### src/shared/sse_params.svh
// constants for the power-down and subtract-from-literal execution block
// assumes one core clock of 10 MHz split into four quarter-cycles
`ifndef SSE_PARAMS_SVH
`define SSE_PARAMS_SVH

// instruction word and opcode patterns
`define SSE_IW 14
`define SSE_SLEEP_CODE 14'h0063
`define SSE_SUBL_TOP_MSB 13
`define SSE_SUBL_TOP_LSB 9
`define SSE_SUBL_TOP 5'h1E
`define SSE_LIT_MSB 7

// reset values of the core state this block owns
`define SSE_W_RST 8'h00
`define SSE_TO_RST 1'b1
`define SSE_PD_RST 1'b1
`define SSE_C_RST 1'b0
`define SSE_DC_RST 1'b0
`define SSE_Z_RST 1'b0

// value loaded into the watchdog counter by the power-down instruction
`define SSE_WDT_CLR_VAL 8'h00

// core clock period and instruction cycle length in clock edges
`define SSE_CLK_NS 100
`define SSE_QPER_CYC 4

`endif

### src/shared/sse_pkg.sv
// types shared by the execution block and its arithmetic unit
// assumes sse_params.svh is on the include path
package sse_pkg;

	// quarter-cycles of one instruction cycle
	typedef enum logic [1:0] {
		SSE_Q1,
		SSE_Q2,
		SSE_Q3,
		SSE_Q4
	} sse_phase_t;

	// what the decoder made of the fetched word
	typedef struct packed {
		logic is_sleep;
		logic is_subl;
		logic [7:0] literal;
	} sse_dec_t;

	// arithmetic status bits touched by the subtraction
	typedef struct packed {
		logic carry;
		logic digit_carry;
		logic zero;
	} sse_flags_t;

	// power status bits touched by the power-down instruction
	typedef struct packed {
		logic time_out_flag;
		logic power_down_flag;
	} sse_pwr_t;

endpackage

### src/sse_sub_alu.sv
// eight-bit literal minus working register with status flags
// assumes operands are stable registers; result is purely combinational
module sse_sub_alu
	import sse_pkg::*;
(
	input wire logic [7:0] i_lit,
	input wire logic [7:0] i_w,
	output logic [7:0] o_diff,
	output sse_flags_t o_flags
);

	logic [8:0] full;
	logic [4:0] low;

	// two's complement: lit + ~w + 1, carry out is the inverted borrow
	always_comb begin
		full = {1'b0, i_lit} + {1'b0, ~i_w} + 9'h001;
		low = {1'b0, i_lit[3:0]} + {1'b0, ~i_w[3:0]} + 5'h01;
		o_diff = full[7:0];
		o_flags.carry = full[8];
		o_flags.digit_carry = low[4];
		o_flags.zero = (full[7:0] == 8'h00);
	end

endmodule

### src/sse_core.sv
// execution of the power-down and subtract-from-literal instructions
// assumes the fetch unit presents a word at the first quarter-cycle and
// that the clock logic halts the oscillator while o_sleep is high
`include "sse_params.svh"

// What this block does
// - The word 00 0000 0110 0011 is decoded as power-down, with no operands.
// - Power-down clears the power-down flag to 0.
// - Power-down sets the time-out flag to 1.
// - Power-down resets the watchdog counter to 00h and its prescaler.
// - After power-down the core sits in low-power state, oscillator halted.
// - Power-down decodes in Q1, idles in Q2 and Q3, sleeps in Q4.
// - Subtract-from-literal forms literal minus W in two's complement.
// - The 8-bit difference goes to the working register only.
// - Subtract-from-literal updates carry, digit carry and zero.
// - Carry is the inverted borrow and zero is set only for a zero result.
// - Subtract decodes in Q1, reads in Q2, computes in Q3, writes W in Q4.
module sse_core
	import sse_pkg::*;
#(
	parameter int QUARTERS = `SSE_QPER_CYC
)(
	input wire logic i_clk,
	input wire logic i_rstn,
	input wire logic i_instr_valid,
	input wire logic [`SSE_IW-1:0] i_instr,
	input wire logic i_wake,
	input wire logic i_w_load,
	input wire logic [7:0] i_w_data,
	input wire logic i_flags_load,
	input wire sse_flags_t i_flags_data,
	output sse_phase_t o_phase,
	output logic [7:0] o_w,
	output sse_flags_t o_flags,
	output sse_pwr_t o_pwr,
	output logic o_watchdog_clear,
	output logic [7:0] o_watchdog_counter_val,
	output logic o_sleep,
	output logic o_osc_halt,
	output logic o_cycle_done,
	output logic o_handled
);

	sse_phase_t phase_q, phase_d;
	sse_dec_t dec_q, dec_d;
	logic [7:0] lit_q, lit_d;
	logic [7:0] res_q, res_d;
	sse_flags_t rflags_q, rflags_d;
	logic [7:0] w_q, w_d;
	sse_flags_t flags_q, flags_d;
	sse_pwr_t pwr_q, pwr_d;
	logic wdt_clr_q, wdt_clr_d;
	logic sleep_q, sleep_d;
	logic done_q, done_d;
	logic handled_q, handled_d;
	logic [7:0] alu_diff;
	sse_flags_t alu_flags;
	sse_dec_t dec_now;
	logic [7:0] wdt_val_q;

	// subtraction unit fed only from registered operands
	sse_sub_alu u_alu (
		.i_lit(lit_q),
		.i_w(w_q),
		.o_diff(alu_diff),
		.o_flags(alu_flags)
	);

	// combinational decode of the presented word
	always_comb begin
		dec_now.is_sleep = (i_instr == `SSE_SLEEP_CODE);
		dec_now.is_subl = (i_instr[`SSE_SUBL_TOP_MSB:`SSE_SUBL_TOP_LSB]
			== `SSE_SUBL_TOP);
		dec_now.literal = i_instr[`SSE_LIT_MSB:0];
	end

	// quarter-cycle sequencer; frozen while asleep since the clock stops
	always_comb begin
		phase_d = phase_q;
		if (sleep_q) begin
			phase_d = SSE_Q1;
		end else begin
			case (phase_q)
				SSE_Q1: phase_d = SSE_Q2;
				SSE_Q2: phase_d = SSE_Q3;
				SSE_Q3: phase_d = SSE_Q4;
				SSE_Q4: phase_d = SSE_Q1;
				default: phase_d = SSE_Q1;
			endcase
		end
	end

	always_ff @(posedge i_clk or negedge i_rstn) begin
		if (!i_rstn) begin
			phase_q <= SSE_Q1;
		end else begin
			phase_q <= phase_d;
		end
	end

	// latch the decode at Q1; a word without valid is treated as neither
	always_comb begin
		dec_d = dec_q;
		if (!sleep_q && phase_q == SSE_Q1) begin
			if (i_instr_valid) begin
				dec_d = dec_now;
			end else begin
				dec_d = '0;
			end
		end
	end

	always_ff @(posedge i_clk or negedge i_rstn) begin
		if (!i_rstn) begin
			dec_q <= '0;
		end else begin
			dec_q <= dec_d;
		end
	end

	// operand read in Q2, result captured in Q3
	// capturing in Q3 keeps the adder path off the W write in Q4
	always_comb begin
		lit_d = lit_q;
		res_d = res_q;
		rflags_d = rflags_q;
		if (!sleep_q && dec_q.is_subl) begin
			if (phase_q == SSE_Q2) begin
				lit_d = dec_q.literal;
			end
			if (phase_q == SSE_Q3) begin
				res_d = alu_diff;
				rflags_d = alu_flags;
			end
		end
	end

	always_ff @(posedge i_clk or negedge i_rstn) begin
		if (!i_rstn) begin
			lit_q <= 8'h00;
			res_q <= 8'h00;
			rflags_q <= '0;
		end else begin
			lit_q <= lit_d;
			res_q <= res_d;
			rflags_q <= rflags_d;
		end
	end

	// working register and arithmetic flags
	// the block's own Q4 write wins over a load from the rest of the core
	always_comb begin
		w_d = w_q;
		flags_d = flags_q;
		if (i_w_load) begin
			w_d = i_w_data;
		end
		if (i_flags_load) begin
			flags_d = i_flags_data;
		end
		if (!sleep_q && phase_q == SSE_Q4 && dec_q.is_subl) begin
			w_d = res_q;
			flags_d = rflags_q;
		end
	end

	always_ff @(posedge i_clk or negedge i_rstn) begin
		if (!i_rstn) begin
			w_q <= `SSE_W_RST;
			flags_q <= '{carry: `SSE_C_RST, digit_carry: `SSE_DC_RST,
				zero: `SSE_Z_RST};
		end else begin
			w_q <= w_d;
			flags_q <= flags_d;
		end
	end

	// power-down: flags, watchdog clear and sleep entry all at Q4
	// wake-up only leaves sleep; the power flags keep their values
	always_comb begin
		pwr_d = pwr_q;
		wdt_clr_d = 1'b0;
		sleep_d = sleep_q;
		if (sleep_q) begin
			if (i_wake) begin
				sleep_d = 1'b0;
			end
		end else if (phase_q == SSE_Q4 && dec_q.is_sleep) begin
			pwr_d.power_down_flag = 1'b0;
			pwr_d.time_out_flag = 1'b1;
			wdt_clr_d = 1'b1;
			sleep_d = 1'b1;
		end
	end

	always_ff @(posedge i_clk or negedge i_rstn) begin
		if (!i_rstn) begin
			pwr_q <= '{time_out_flag: `SSE_TO_RST,
				power_down_flag: `SSE_PD_RST};
			wdt_clr_q <= 1'b0;
			sleep_q <= 1'b0;
			wdt_val_q <= `SSE_WDT_CLR_VAL;
		end else begin
			wdt_val_q <= `SSE_WDT_CLR_VAL;
			pwr_q <= pwr_d;
			wdt_clr_q <= wdt_clr_d;
			sleep_q <= sleep_d;
		end
	end

	// end-of-cycle pulse and whether this block executed the word
	always_comb begin
		done_d = 1'b0;
		handled_d = handled_q;
		if (!sleep_q && phase_q == SSE_Q4) begin
			done_d = 1'b1;
			handled_d = dec_q.is_sleep | dec_q.is_subl;
		end
	end

	always_ff @(posedge i_clk or negedge i_rstn) begin
		if (!i_rstn) begin
			done_q <= 1'b0;
			handled_q <= 1'b0;
		end else begin
			done_q <= done_d;
			handled_q <= handled_d;
		end
	end

	// all outputs straight from flops
	assign o_phase = phase_q;
	assign o_w = w_q;
	assign o_flags = flags_q;
	assign o_pwr = pwr_q;
	assign o_watchdog_clear = wdt_clr_q;
	// counter and prescaler are cleared together; the count value is fixed
	assign o_watchdog_counter_val = wdt_val_q;
	assign o_sleep = sleep_q;
	assign o_osc_halt = sleep_q;
	assign o_cycle_done = done_q;
	assign o_handled = handled_q;

endmodule

### config.mk
export PLATFORM = sky130hd
export DESIGN_NAME = sse_core
export DESIGN_NICKNAME = d
export VERILOG_FILES = /design/src/shared/sse_pkg.sv /design/src/sse_sub_alu.sv /design/src/sse_core.sv
export VERILOG_INCLUDE_DIRS = /design/src /design/src/shared
export SDC_FILE = /design/constraint.sdc
export NUM_CORES = 1
export LEC_CHECK = 0
export ABC_AREA = 1
export BUFFER_PORTS_ARGS = -buffer_cell sky130_fd_sc_hd__buf_2
export CORE_MARGIN = 3
export CORE_UTILIZATION = 50
export CTS_BUF_LIST = sky130_fd_sc_hd__clkbuf_8
export DETAILED_ROUTE_END_ITERATION = 12
export GPL_TIMING_DRIVEN = 0
export PLACE_DENSITY = 0.88
export SETUP_SLACK_MARGIN = 0.15
export SYNTH_ARGS = -nofsm -noshare
export SYNTH_HDL_FRONTEND = slang
export SYNTH_SLANG_ARGS = --single-unit
export TNS_END_PERCENT = 100
### constraint.sdc
create_clock -name i_clk -period 1.6 [get_ports i_clk]
set_input_delay 0.32 -clock i_clk [delete_from_list [all_inputs] [get_ports i_clk]]
set_output_delay 0.32 -clock i_clk [all_outputs]
set_load 0.01 [all_outputs]
==> impl_metrics.env, run 1 <==
export IMPL_ys_async_sr_fraction_pct=100
export IMPL_multi_input_area_um2=1220
export IMPL_slew_headroom_pct=31.8
export IMPL_cts_sinks=47
export IMPL_hold_viol=0
export IMPL_maxCapViolCount=0
export IMPL_grt_max_degree=48
export IMPL_setup_ws_ns=-0.0572
export IMPL_dp_hpwl_um=4230
export IMPL_io_pin_count=59
export IMPL_fin_tns_setup_ns=-0.0611
export IMPL_fin_cells=442
export IMPL_antenna_found_initial=0
export IMPL_hp_class="input pin to async pin"
export IMPL_worstPathMaxFanout=3
export IMPL_num_antenna_cells=0
export IMPL_netSwitchingFraction_pct=38.3
export IMPL_critPathArrivalTime_ns=1.87
export IMPL_syn_inst=300
export IMPL_cts_made_buffers=5
export IMPL_drive_above_1_share_pct=33.9
export IMPL_worst_pin_slew_ns=1.02
export IMPL_chipWidth_um=77.4
export IMPL_p_int_mw=2.81
export IMPL_r2r_end="rflags_q[0]"
export IMPL_failed_checks="negative setup slack"
export IMPL_comb_power_share_pct=45.4
export IMPL_rows=25
export IMPL_reg2reg_from="o_w[0]"
export IMPL_cts_tree="built"
export IMPL_rrSetupSlack_ns=-0.06
export IMPL_die_h_um=77.4
export IMPL_start_util_pct=52.9
export IMPL_p_sw_mw=1.74
export IMPL_ant_nets=0
export IMPL_die_area_um2=5990
export IMPL_path_clk_slew_ns=0.10
export IMPL_finalMaxSlewViolations=0
export IMPL_clockBufferDepth=2
export IMPL_rsz0062_at_grt="true"
export IMPL_utilization_pct=68.4
export IMPL_nets=418
export IMPL_fin_skew_ns=0.0138
export IMPL_drc=0
export IMPL_p_leak_nw=1.66
export IMPL_cts_htree_levels=2
export IMPL_ys_seq_area_share_pct=46.2
export IMPL_wl_per_cell_um=13.2
export IMPL_drtIter0Drc=161
export IMPL_synth_area_per_cell_um2=8.50
export IMPL_syn_cell_area_um2=2550
export IMPL_ys_flop_type="dfrtp_1"
export IMPL_n_fill_cell=394
export IMPL_routabilityCongestion=0.887
export IMPL_grt_usage_pct=20.0
export IMPL_root_buffer="clkbuf_8"
export IMPL_port_buffers=47
export IMPL_max_clock_freq_mhz=603
export IMPL_setup_viol=2
export IMPL_first_global_vias=2150
export IMPL_status="complete, but fails checks"
export IMPL_synth_seq_cells=47
export IMPL_via_per_inst=5.04
export IMPL_seqCellArea_um2=1180
export IMPL_grt_pass1_wl_um=9490
export IMPL_rr_worst_depth=12
export IMPL_seq_power_share_pct=36.8
export IMPL_ys_warn_count=0
export IMPL_dp_cells=421
export IMPL_end_kind="register"
export IMPL_startpoint_type="register"
export IMPL_syn2layout_area_growth_pct=29.2
export IMPL_overflow=0
export IMPL_clk_latency_ns=0.31
export IMPL_p_per_area_nw_per_um2=1380
export IMPL_yosysUniqueCellTypes=33
export IMPL_drt_pass1_iterations=4
export IMPL_path_class="register to register"
export IMPL_core_area_um2=4820
export IMPL_cp_required_ns=1.81
export IMPL_ir_drop_uv=813
export IMPL_final_min_clock_period_ns=1.66
export IMPL_clockPowerShare_pct=17.9
export IMPL_fin_crit_sh_pct=104
export IMPL_synth_edf_count=0
export IMPL_vias=2228
export IMPL_wl_um=5830
layout by cell type (no fill, tap or decap), drive strengths merged, types with 6 or more instances in the layout:
cell type,count
clkbuf,9
nand2,57
a21oi,6
buf,77
inv,49
ha,12
o21ai,27
conb,9
nand3,41
dfrtp,46
nor2,13
metal layers:
layer,vias to the layer above,part of all wire [%],track usage [%]
met5,-,0,0
met4,0,1.3,6.58
met3,6,5.3,5.80
met2,65,51,33.9
met1,1049,43,24.4
li1,1108,-,-
state kept, by name, indices dropped and copies added, names as in the netlist:
signal,flops
dec_q,10
lit_q,8
o_cycle_done,1
o_flags,3
o_handled,1
o_osc_halt,1
o_phase,2
o_pwr,1
o_w,8
o_watchdog_clear,1
res_q,8
rflags_q,3
area by class of cell:
class	instances	area share, %
inverter	49	5.81
sequential	47	35.8
multi-input combinational	192	37.1
tap	67	2.54
buffer	19	4.94
clock buffer	7	2.92
timing repair buffer	60	10.6
clock inverter	1	0.228
how the worst max path moves through the flow:
stage	end	startpoint	depth (start not counted)
after CTS	rflags_q[0]	o_w[0]	12
after global placement	rflags_q[0]	o_w[0]	12
after floorplan	rflags_q[0]	o_w[0]	9
after global routing	rflags_q[0]	o_w[0]	11
after detailed placement	rflags_q[0]	o_w[0]	12
final	rflags_q[0]	o_w[0]	12
stage by stage:
stage | setup WS (ns) | total power, mW | hold slack [ns] | instance area, um2
after floorplan | -0.0107 | 2.86 | 0.0244 | 2600
after global placement | -0.0920 | 3.23 | 0.430 | 2920
after detailed placement | -0.0836 | 3.31 | 0.430 | 2920
after CTS | -0.0616 | 4.24 | 0.177 | 3100
after global routing | -0.175 | 4.92 | 0.172 | 3290
final | -0.0572 | 4.55 | 0.180 | 3290
synthesized netlist by cell type (3+ instances only):
| master | n | share of area [%] |
|---|---|---|
| a21oi_1 | 5 | 0.98 |
| buf_4 | 11 | 3.2 |
| buf_6 | 4 | 1.8 |
| dfrtp_1 | 46 | 45 |
| ha_1 | 12 | 5.9 |
| inv_1 | 45 | 6.6 |
| inv_2 | 3 | 0.44 |
| nand2_1 | 54 | 7.9 |
| nand3_1 | 41 | 8.0 |
| nand3b_1 | 5 | 1.5 |
| nand4_1 | 5 | 1.2 |
| nor2_1 | 12 | 1.8 |
| o211ai_1 | 5 | 1.5 |
| o21ai_0 | 27 | 5.3 |
| o221ai_1 | 4 | 1.4 |
power by group through the flow:
| stage | Combinational (mW) | Clock [mW] | Sequential [mW] |
|---|---|---|---|
| floorplan | 1.19 | 0 | 1.67 |
| global placement | 1.58 | 0 | 1.66 |
| detailed placement | 1.63 | 0 | 1.67 |
| CTS | 1.76 | 0.823 | 1.66 |
| global route | 2.33 | 0.879 | 1.70 |
| finish | 2.07 | 0.813 | 1.67 |
worst max-delay path, cell delays in order (launching register included):
cell     delay [ns]
dfrtp_1        0.43
ha_4           0.18
fa_2           0.37
inv_2          0.07
nand2_2        0.04
nand2_2        0.07
nand3_2        0.07
nand2_1        0.06
nand2_1        0.06
nand2_2        0.06
nor2_1         0.04
nand2_1        0.05
nand2_1        0.05
logic make-up (layout without fill, tap and decap cells):
kind of cell | Yosys count | after routing | share of synthesized area (%)
AND/OR/NAND/NOR | 126 | 126 | 23.7
buffers and inverters | 68 | 136 | 13.1
flip-flops | 47 | 47 | 46.2
AO/OA/AOI/OAI | 44 | 44 | 10.0
adder cells (fa/ha/maj) | 13 | 13 | 6.67
other | 2 | 9 | 0.295
timing repair:
item                                    CTS  global route
pin swaps                                 5            10
gates resized for setup                  10            31
cloned                                    0             1
hold buffers                              0             0
setup buffers                             4             8
endpoints found under the setup margin   19            31
Power figures use the tool's default switching activity.
==> run 2: changes to the inputs <==
CORE_UTILIZATION = 52   (was 50)
PLACE_DENSITY = 0.87   (was 0.88)
clock period = 1.7 ns   (was 1.6 ns; I/O delays follow)
==> impl_metrics.env, run 2 (synthesis results as in run 1) <==
export IMPL_fin_cells=431
export IMPL_max_clock_freq_mhz=576
export IMPL_grt_usage_pct=19.7
export IMPL_grt_max_degree=48
export IMPL_setup_ws_ns=-0.0358
export IMPL_io_pin_count=59
export IMPL_utilization_pct=69.8
export IMPL_vias=2192
export IMPL_p_per_area_nw_per_um2=1300
export IMPL_first_global_vias=2064
export IMPL_fin_skew_ns=0.00485
export IMPL_largest_reg_flops=10
export IMPL_grt_pass1_wl_um=9200
export IMPL_rsz0062_at_grt="true"
export IMPL_r2r_end="rflags_q[0]"
export IMPL_overflow=0
export IMPL_nets=409
export IMPL_status="complete, but fails checks"
export IMPL_failed_checks="negative setup slack"
export IMPL_routabilityCongestion=0.883
export IMPL_drt_pass1_iterations=4
export IMPL_setup_worst_path_end="rflags_q[0]"
export IMPL_mostFrequentLayoutCells="50 x buf_2, 46 x nand2_1, 46 x dfrtp_1"
export IMPL_design_power_total_mw=4.10
export IMPL_p_leak_nw=1.60
export IMPL_end_kind="register"
export IMPL_rrSetupSlack_ns=-0.04
export IMPL_core_area_um2=4530
export IMPL_wl_um=5520
export IMPL_cts_hold_buffers=0
export IMPL_dp_cells=419
export IMPL_cts_tree="built"
export IMPL_hp_class="input pin to async pin"
export IMPL_worstPathMaxFanout=3
export IMPL_cts_made_buffers=5
export IMPL_hold_viol=0
export IMPL_maxCapViolCount=0
export IMPL_drtIter0Drc=133
export IMPL_final_min_clock_period_ns=1.74
export IMPL_setup_viol=1
export IMPL_drive_above_1_share_pct=31.4
export IMPL_die_area_um2=5780
export IMPL_cp_required_ns=1.90
export IMPL_via_per_inst=5.09
export IMPL_fin_crit_sh_pct=102
export IMPL_finalMaxSlewViolations=0
export IMPL_antenna_found_initial=0
export IMPL_die_h_um=76.0
export IMPL_clockBufferDepth=2
export IMPL_root_buffer="clkbuf_8"
export IMPL_clk_latency_ns=0.30
export IMPL_critPathArrivalTime_ns=1.93
export IMPL_path_class="register to register"
export IMPL_hold_ws_ns=0.201
export IMPL_reg2reg_from="o_w[0]"
export IMPL_drc=0
export IMPL_port_buffers=47
export IMPL_ir_drop_uv=718
export IMPL_path_clk_slew_ns=0.08
export IMPL_slew_headroom_pct=32.9
export IMPL_ant_nets=0
export IMPL_num_antenna_cells=0
export IMPL_crit_start="o_w[0]"
export IMPL_syn2layout_area_growth_pct=24.1
export IMPL_layout_commonest_cell="buf_2"
export IMPL_worst_pin_slew_ns=1.01
export IMPL_dp_hpwl_um=4030
export IMPL_start_util_pct=56.2
export IMPL_cts_sinks=47
export IMPL_wl_per_cell_um=12.8
export IMPL_chipWidth_um=76.0
export IMPL_startpoint_type="register"
export IMPL_rows=24
export IMPL_top_register="dec_q"
export IMPL_rr_worst_depth=12
export IMPL_cts_htree_levels=2
[run 2: cell count changes in the layout (fill, tap and decap cells not counted), sizes merged]
| cell | previous run | this run |
|---|---|---|
| clkbuf | 9 | 7 |
| buf | 77 | 70 |
[run 2: layout make-up]
| type | instances | area (um2) |
|---|---|---|
| multi-input cells | 192 | 1190 |
| inverters | 49 | 186 |
| plain buffers | 19 | 158 |
| clock inverters | 1 | 7.51 |
| well taps | 65 | 81.3 |
| flip-flops and latches | 47 | 1180 |
| repair buffers | 51 | 265 |
| fillers | 370 | 1370 |
| clock buffers | 7 | 96.3 |
[run 2: per-stage QoR]
step	TNS (ns)	cell area, um2	setup slack (ns)
3_5_place_dp	-0.0183	2910	-0.0183
5_1_grt	-0.229	3160	-0.128
3_3_place_gp	0	2910	0.0106
4_1_cts	-0.0332	3050	-0.0332
6_report	-0.0358	3160	-0.0358
2_1_floorplan	0	2590	0.0890
[run 2: layer usage]
layer  routed length, um  up-vias  share of wire (%)  GRT usage, %
met5                   0        -                  0             0
met4                  49        0               0.89          6.70
met3                 332        6                6.0          4.96
met2                2720       70                 49          33.5
met1                2420     1023                 44          24.4
li1                    -     1093                  -             -
[run 2: worst max-delay path, cell delays in order (launching register included)]
cell     delay (ns)
dfrtp_1        0.44
ha_4           0.19
fa_2           0.39
inv_2          0.09
nand2_2        0.05
nand2_2        0.07
nand3_2        0.07
nand2_1        0.06
nand2_1        0.05
nand2_2        0.07
nor2_1         0.04
nand2_1        0.05
nand2_1        0.05
[run 2: worst min-delay path by stage]
stage,to,slack (ns),cells past startpoint
2_1_floorplan,dec_q[0],0.04,0
3_3_place_gp,o_pwr[0],0.43,2
3_5_place_dp,o_pwr[0],0.43,2
4_1_cts,o_osc_halt,0.20,2
5_1_grt,o_osc_halt,0.20,2
6_report,res_q[6],0.20,1
[run 2: power breakdown]
group / leakage, nW / internal (mW) / total (mW) / switching (mW)
Combinational: 0.942 / 0.737 / 1.80 / 1.07
Clock: 0.0505 / 0.370 / 0.741 / 0.371
Sequential: 0.609 / 1.41 / 1.56 / 0.153
[run 2: timing repair]
action / 4_1_cts / 5_1_grt
pin swaps: 7 / 12
setup endpoints to repair: 7 / 17
buffers inserted: 2 / 2
gates cloned: 0 / 0
resized for setup: 8 / 24
==> run 3: changes to the inputs <==
ABC_AREA = not set   (was 1)
PLACE_DENSITY = 0.88   (was 0.87)
==> impl_metrics.env, run 3 <==
export IMPL_cts_htree_levels=2
export IMPL_grt_max_degree=48
export IMPL_hold_ws_ns=0.200
export IMPL_drive_above_1_share_pct=35.3
export IMPL_io_pin_count=59
export IMPL_setup_ws_ns=-0.318
export IMPL_cts_sinks=47
export IMPL_overflow=0
export IMPL_drt_pass1_iterations=4
export IMPL_rr_worst_depth=9
export IMPL_clockBufferDepth=2
export IMPL_cts_tree="built"
export IMPL_final_min_clock_period_ns=2.02
export IMPL_synth_area_per_cell_um2=9.93
export IMPL_die_area_um2=5350
export IMPL_p_leak_nw=1.55
export IMPL_startpoint_type="register"
export IMPL_max_clock_freq_mhz=495
export IMPL_chipWidth_um=73.1
export IMPL_syn_inst=236
export IMPL_ys_warn_count=0
export IMPL_hp_class="input pin to register"
export IMPL_ant_nets=0
export IMPL_num_antenna_cells=0
export IMPL_yosysTopAreaCellShare_pct=49.1
export IMPL_wl_per_cell_um=13.4
export IMPL_via_per_inst=5.11
export IMPL_layout_commonest_cell="buf_2"
export IMPL_cts_hold_buffers=0
export IMPL_die_h_um=73.1
export IMPL_vias=1818
export IMPL_path_class="register to register"
export IMPL_fin_cells=356
export IMPL_yosysUniqueCellTypes=34
export IMPL_finalInstanceArea_um2=2950
export IMPL_rsz0062_at_grt="true"
export IMPL_netlist_top_cells_area="dfrtp_1 49%, ha_1 6.4%, nand2_1 5.3%"
export IMPL_dp_cells=340
export IMPL_largest_reg_flops=10
export IMPL_start_util_pct=56.2
export IMPL_synth_seq_cells=47
export IMPL_whs_path_depth=2
export IMPL_status="complete, but fails checks"
export IMPL_ir_drop_uv=905
export IMPL_cp_required_ns=1.90
export IMPL_dp_hpwl_um=3440
export IMPL_drc=0
export IMPL_critPathArrivalTime_ns=2.22
export IMPL_yosysMostFrequentCell="dfrtp_1"
export IMPL_mostFrequentLayoutCells="47 x buf_2, 45 x dfrtp_1, 33 x nand2_1"
export IMPL_setup_viol=6
export IMPL_first_global_vias=1781
export IMPL_finalMaxSlewViolations=0
export IMPL_failed_checks="negative setup slack"
export IMPL_syn_cell_area_um2=2340
export IMPL_fin_skew_ns=0.00742
export IMPL_maxCapViolCount=0
export IMPL_utilization_pct=70.7
export IMPL_nets=349
export IMPL_grt_usage_pct=18.8
export IMPL_worst_pin_slew_ns=1.01
export IMPL_worstPathMaxFanout=2
export IMPL_top_register="dec_q"
export IMPL_hold_viol=0
export IMPL_place_area_um2=2700
export IMPL_end_kind="register"
export IMPL_path_clk_slew_ns=0.08
export IMPL_syn2layout_area_growth_pct=25.8
export IMPL_p_per_area_nw_per_um2=1360
export IMPL_grt_pass1_wl_um=7640
export IMPL_synth_edf_count=0
export IMPL_slew_headroom_pct=32.6
export IMPL_synth_top_area_cell="dfrtp_1"
export IMPL_drtIter0Drc=65
export IMPL_ys_top_cells_by_count="46 x dfrtp_1, 33 x nand2_1, 22 x o21ai_0"
export IMPL_port_buffers=47
export IMPL_n_fill_cell=313
export IMPL_antenna_found_initial=0
export IMPL_clk_latency_ns=0.31
export IMPL_root_buffer="clkbuf_8"
export IMPL_core_area_um2=4170
export IMPL_ys_async_sr_fraction_pct=100
export IMPL_cts_made_buffers=5
export IMPL_routabilityCongestion=0.757
export IMPL_ys_seq_area_share_pct=50.2
export IMPL_ys_flop_type="dfrtp_1"
export IMPL_wl_um=4780
export IMPL_rows=23
export IMPL_fin_crit_sh_pct=119
[run 3: cell count changes in the layout (fill, tap and decap cells not counted), moves of 11 or more]
cell and change:
inv_1 -30, nand2_1 -13, nand3_1 -35, mux2i_1 +11
[run 3: worst max-delay path, cell delays in order (launching register included)]
cell     delay, ns
dfrtp_1       0.36
inv_1         0.05
ha_2          0.19
fa_2          0.37
nor2b_4       0.14
o31ai_2       0.09
a21oi_2       0.22
xnor2_2       0.10
and4_1        0.16
a32o_2        0.23
[run 3: cell type report]
cell class	instances	area [um2]	share of cell area, %
well taps	50	62.6	2.12
multi-input cells	164	1140	38.6
clock buffers	7	96.3	3.27
clock inverters	1	3.75	0.127
inverters	14	52.6	1.78
repair buffers	55	299	10.1
flip-flops and latches	47	1180	40.0
plain buffers	18	118	3.99
[run 3: path summary, 6_finish.rpt]
path                          start           to  slack, ns
max                        lit_q[0]  rflags_q[0]      -0.32
min                          i_wake   o_osc_halt       0.20
max reg2reg                lit_q[0]  rflags_q[0]      -0.32
min reg2reg                dec_q[3]     dec_q[3]       0.48
max in group asynchronous    i_rstn       o_w[1]       0.82
min in group asynchronous    i_rstn  rflags_q[1]       0.21
[run 3: kinds of logic after synthesis]
group / after synthesis / share of synthesized area, %
mux: 20 / 9.02
fa+ha+maj: 13 / 7.26
simple gates: 71 / 13.5
other cells: 2 / 0.320
buf+inv: 32 / 7.05
compound gates: 45 / 10.4
xor+xnor: 6 / 2.24
flops: 47 / 50.2
[run 3: stage by stage]
| step | power [mW] | worst slack (ns) | setup TNS, ns |
|---|---|---|---|
| final | 4.01 | -0.318 | -1.24 |
| after CTS | 3.80 | -0.344 | -0.905 |
| after global routing | 4.30 | -0.411 | -1.86 |
| after floorplan | 2.53 | -0.231 | -0.384 |
| after detailed placement | 2.92 | -0.370 | -0.907 |
| after global placement | 2.83 | -0.342 | -0.756 |
[run 3: per-layer routing]
metal / vias up / track usage [%] / part of all wire [%]
li1: 908 / - / -
met2: 59 / 32.0 / 51
met3: 9 / 5.10 / 6.6
met5: - / 0 / 0
met4: 0 / 8.40 / 1.7
met1: 842 / 22.2 / 41
[run 3: report_power, final]
part / internal [mW] / switching [mW] / total, mW
Clock: 0.365 / 0.353 / 0.718
Sequential: 1.44 / 0.200 / 1.64
Combinational: 0.814 / 0.840 / 1.65
Total: 2.62 / 1.39 / 4.01
[run 3: repair_timing]
item,in CTS,in global routing
gates resized for setup,17,12
buffers inserted,6,2
pin swaps,10,7
endpoints found under the setup margin,16,24
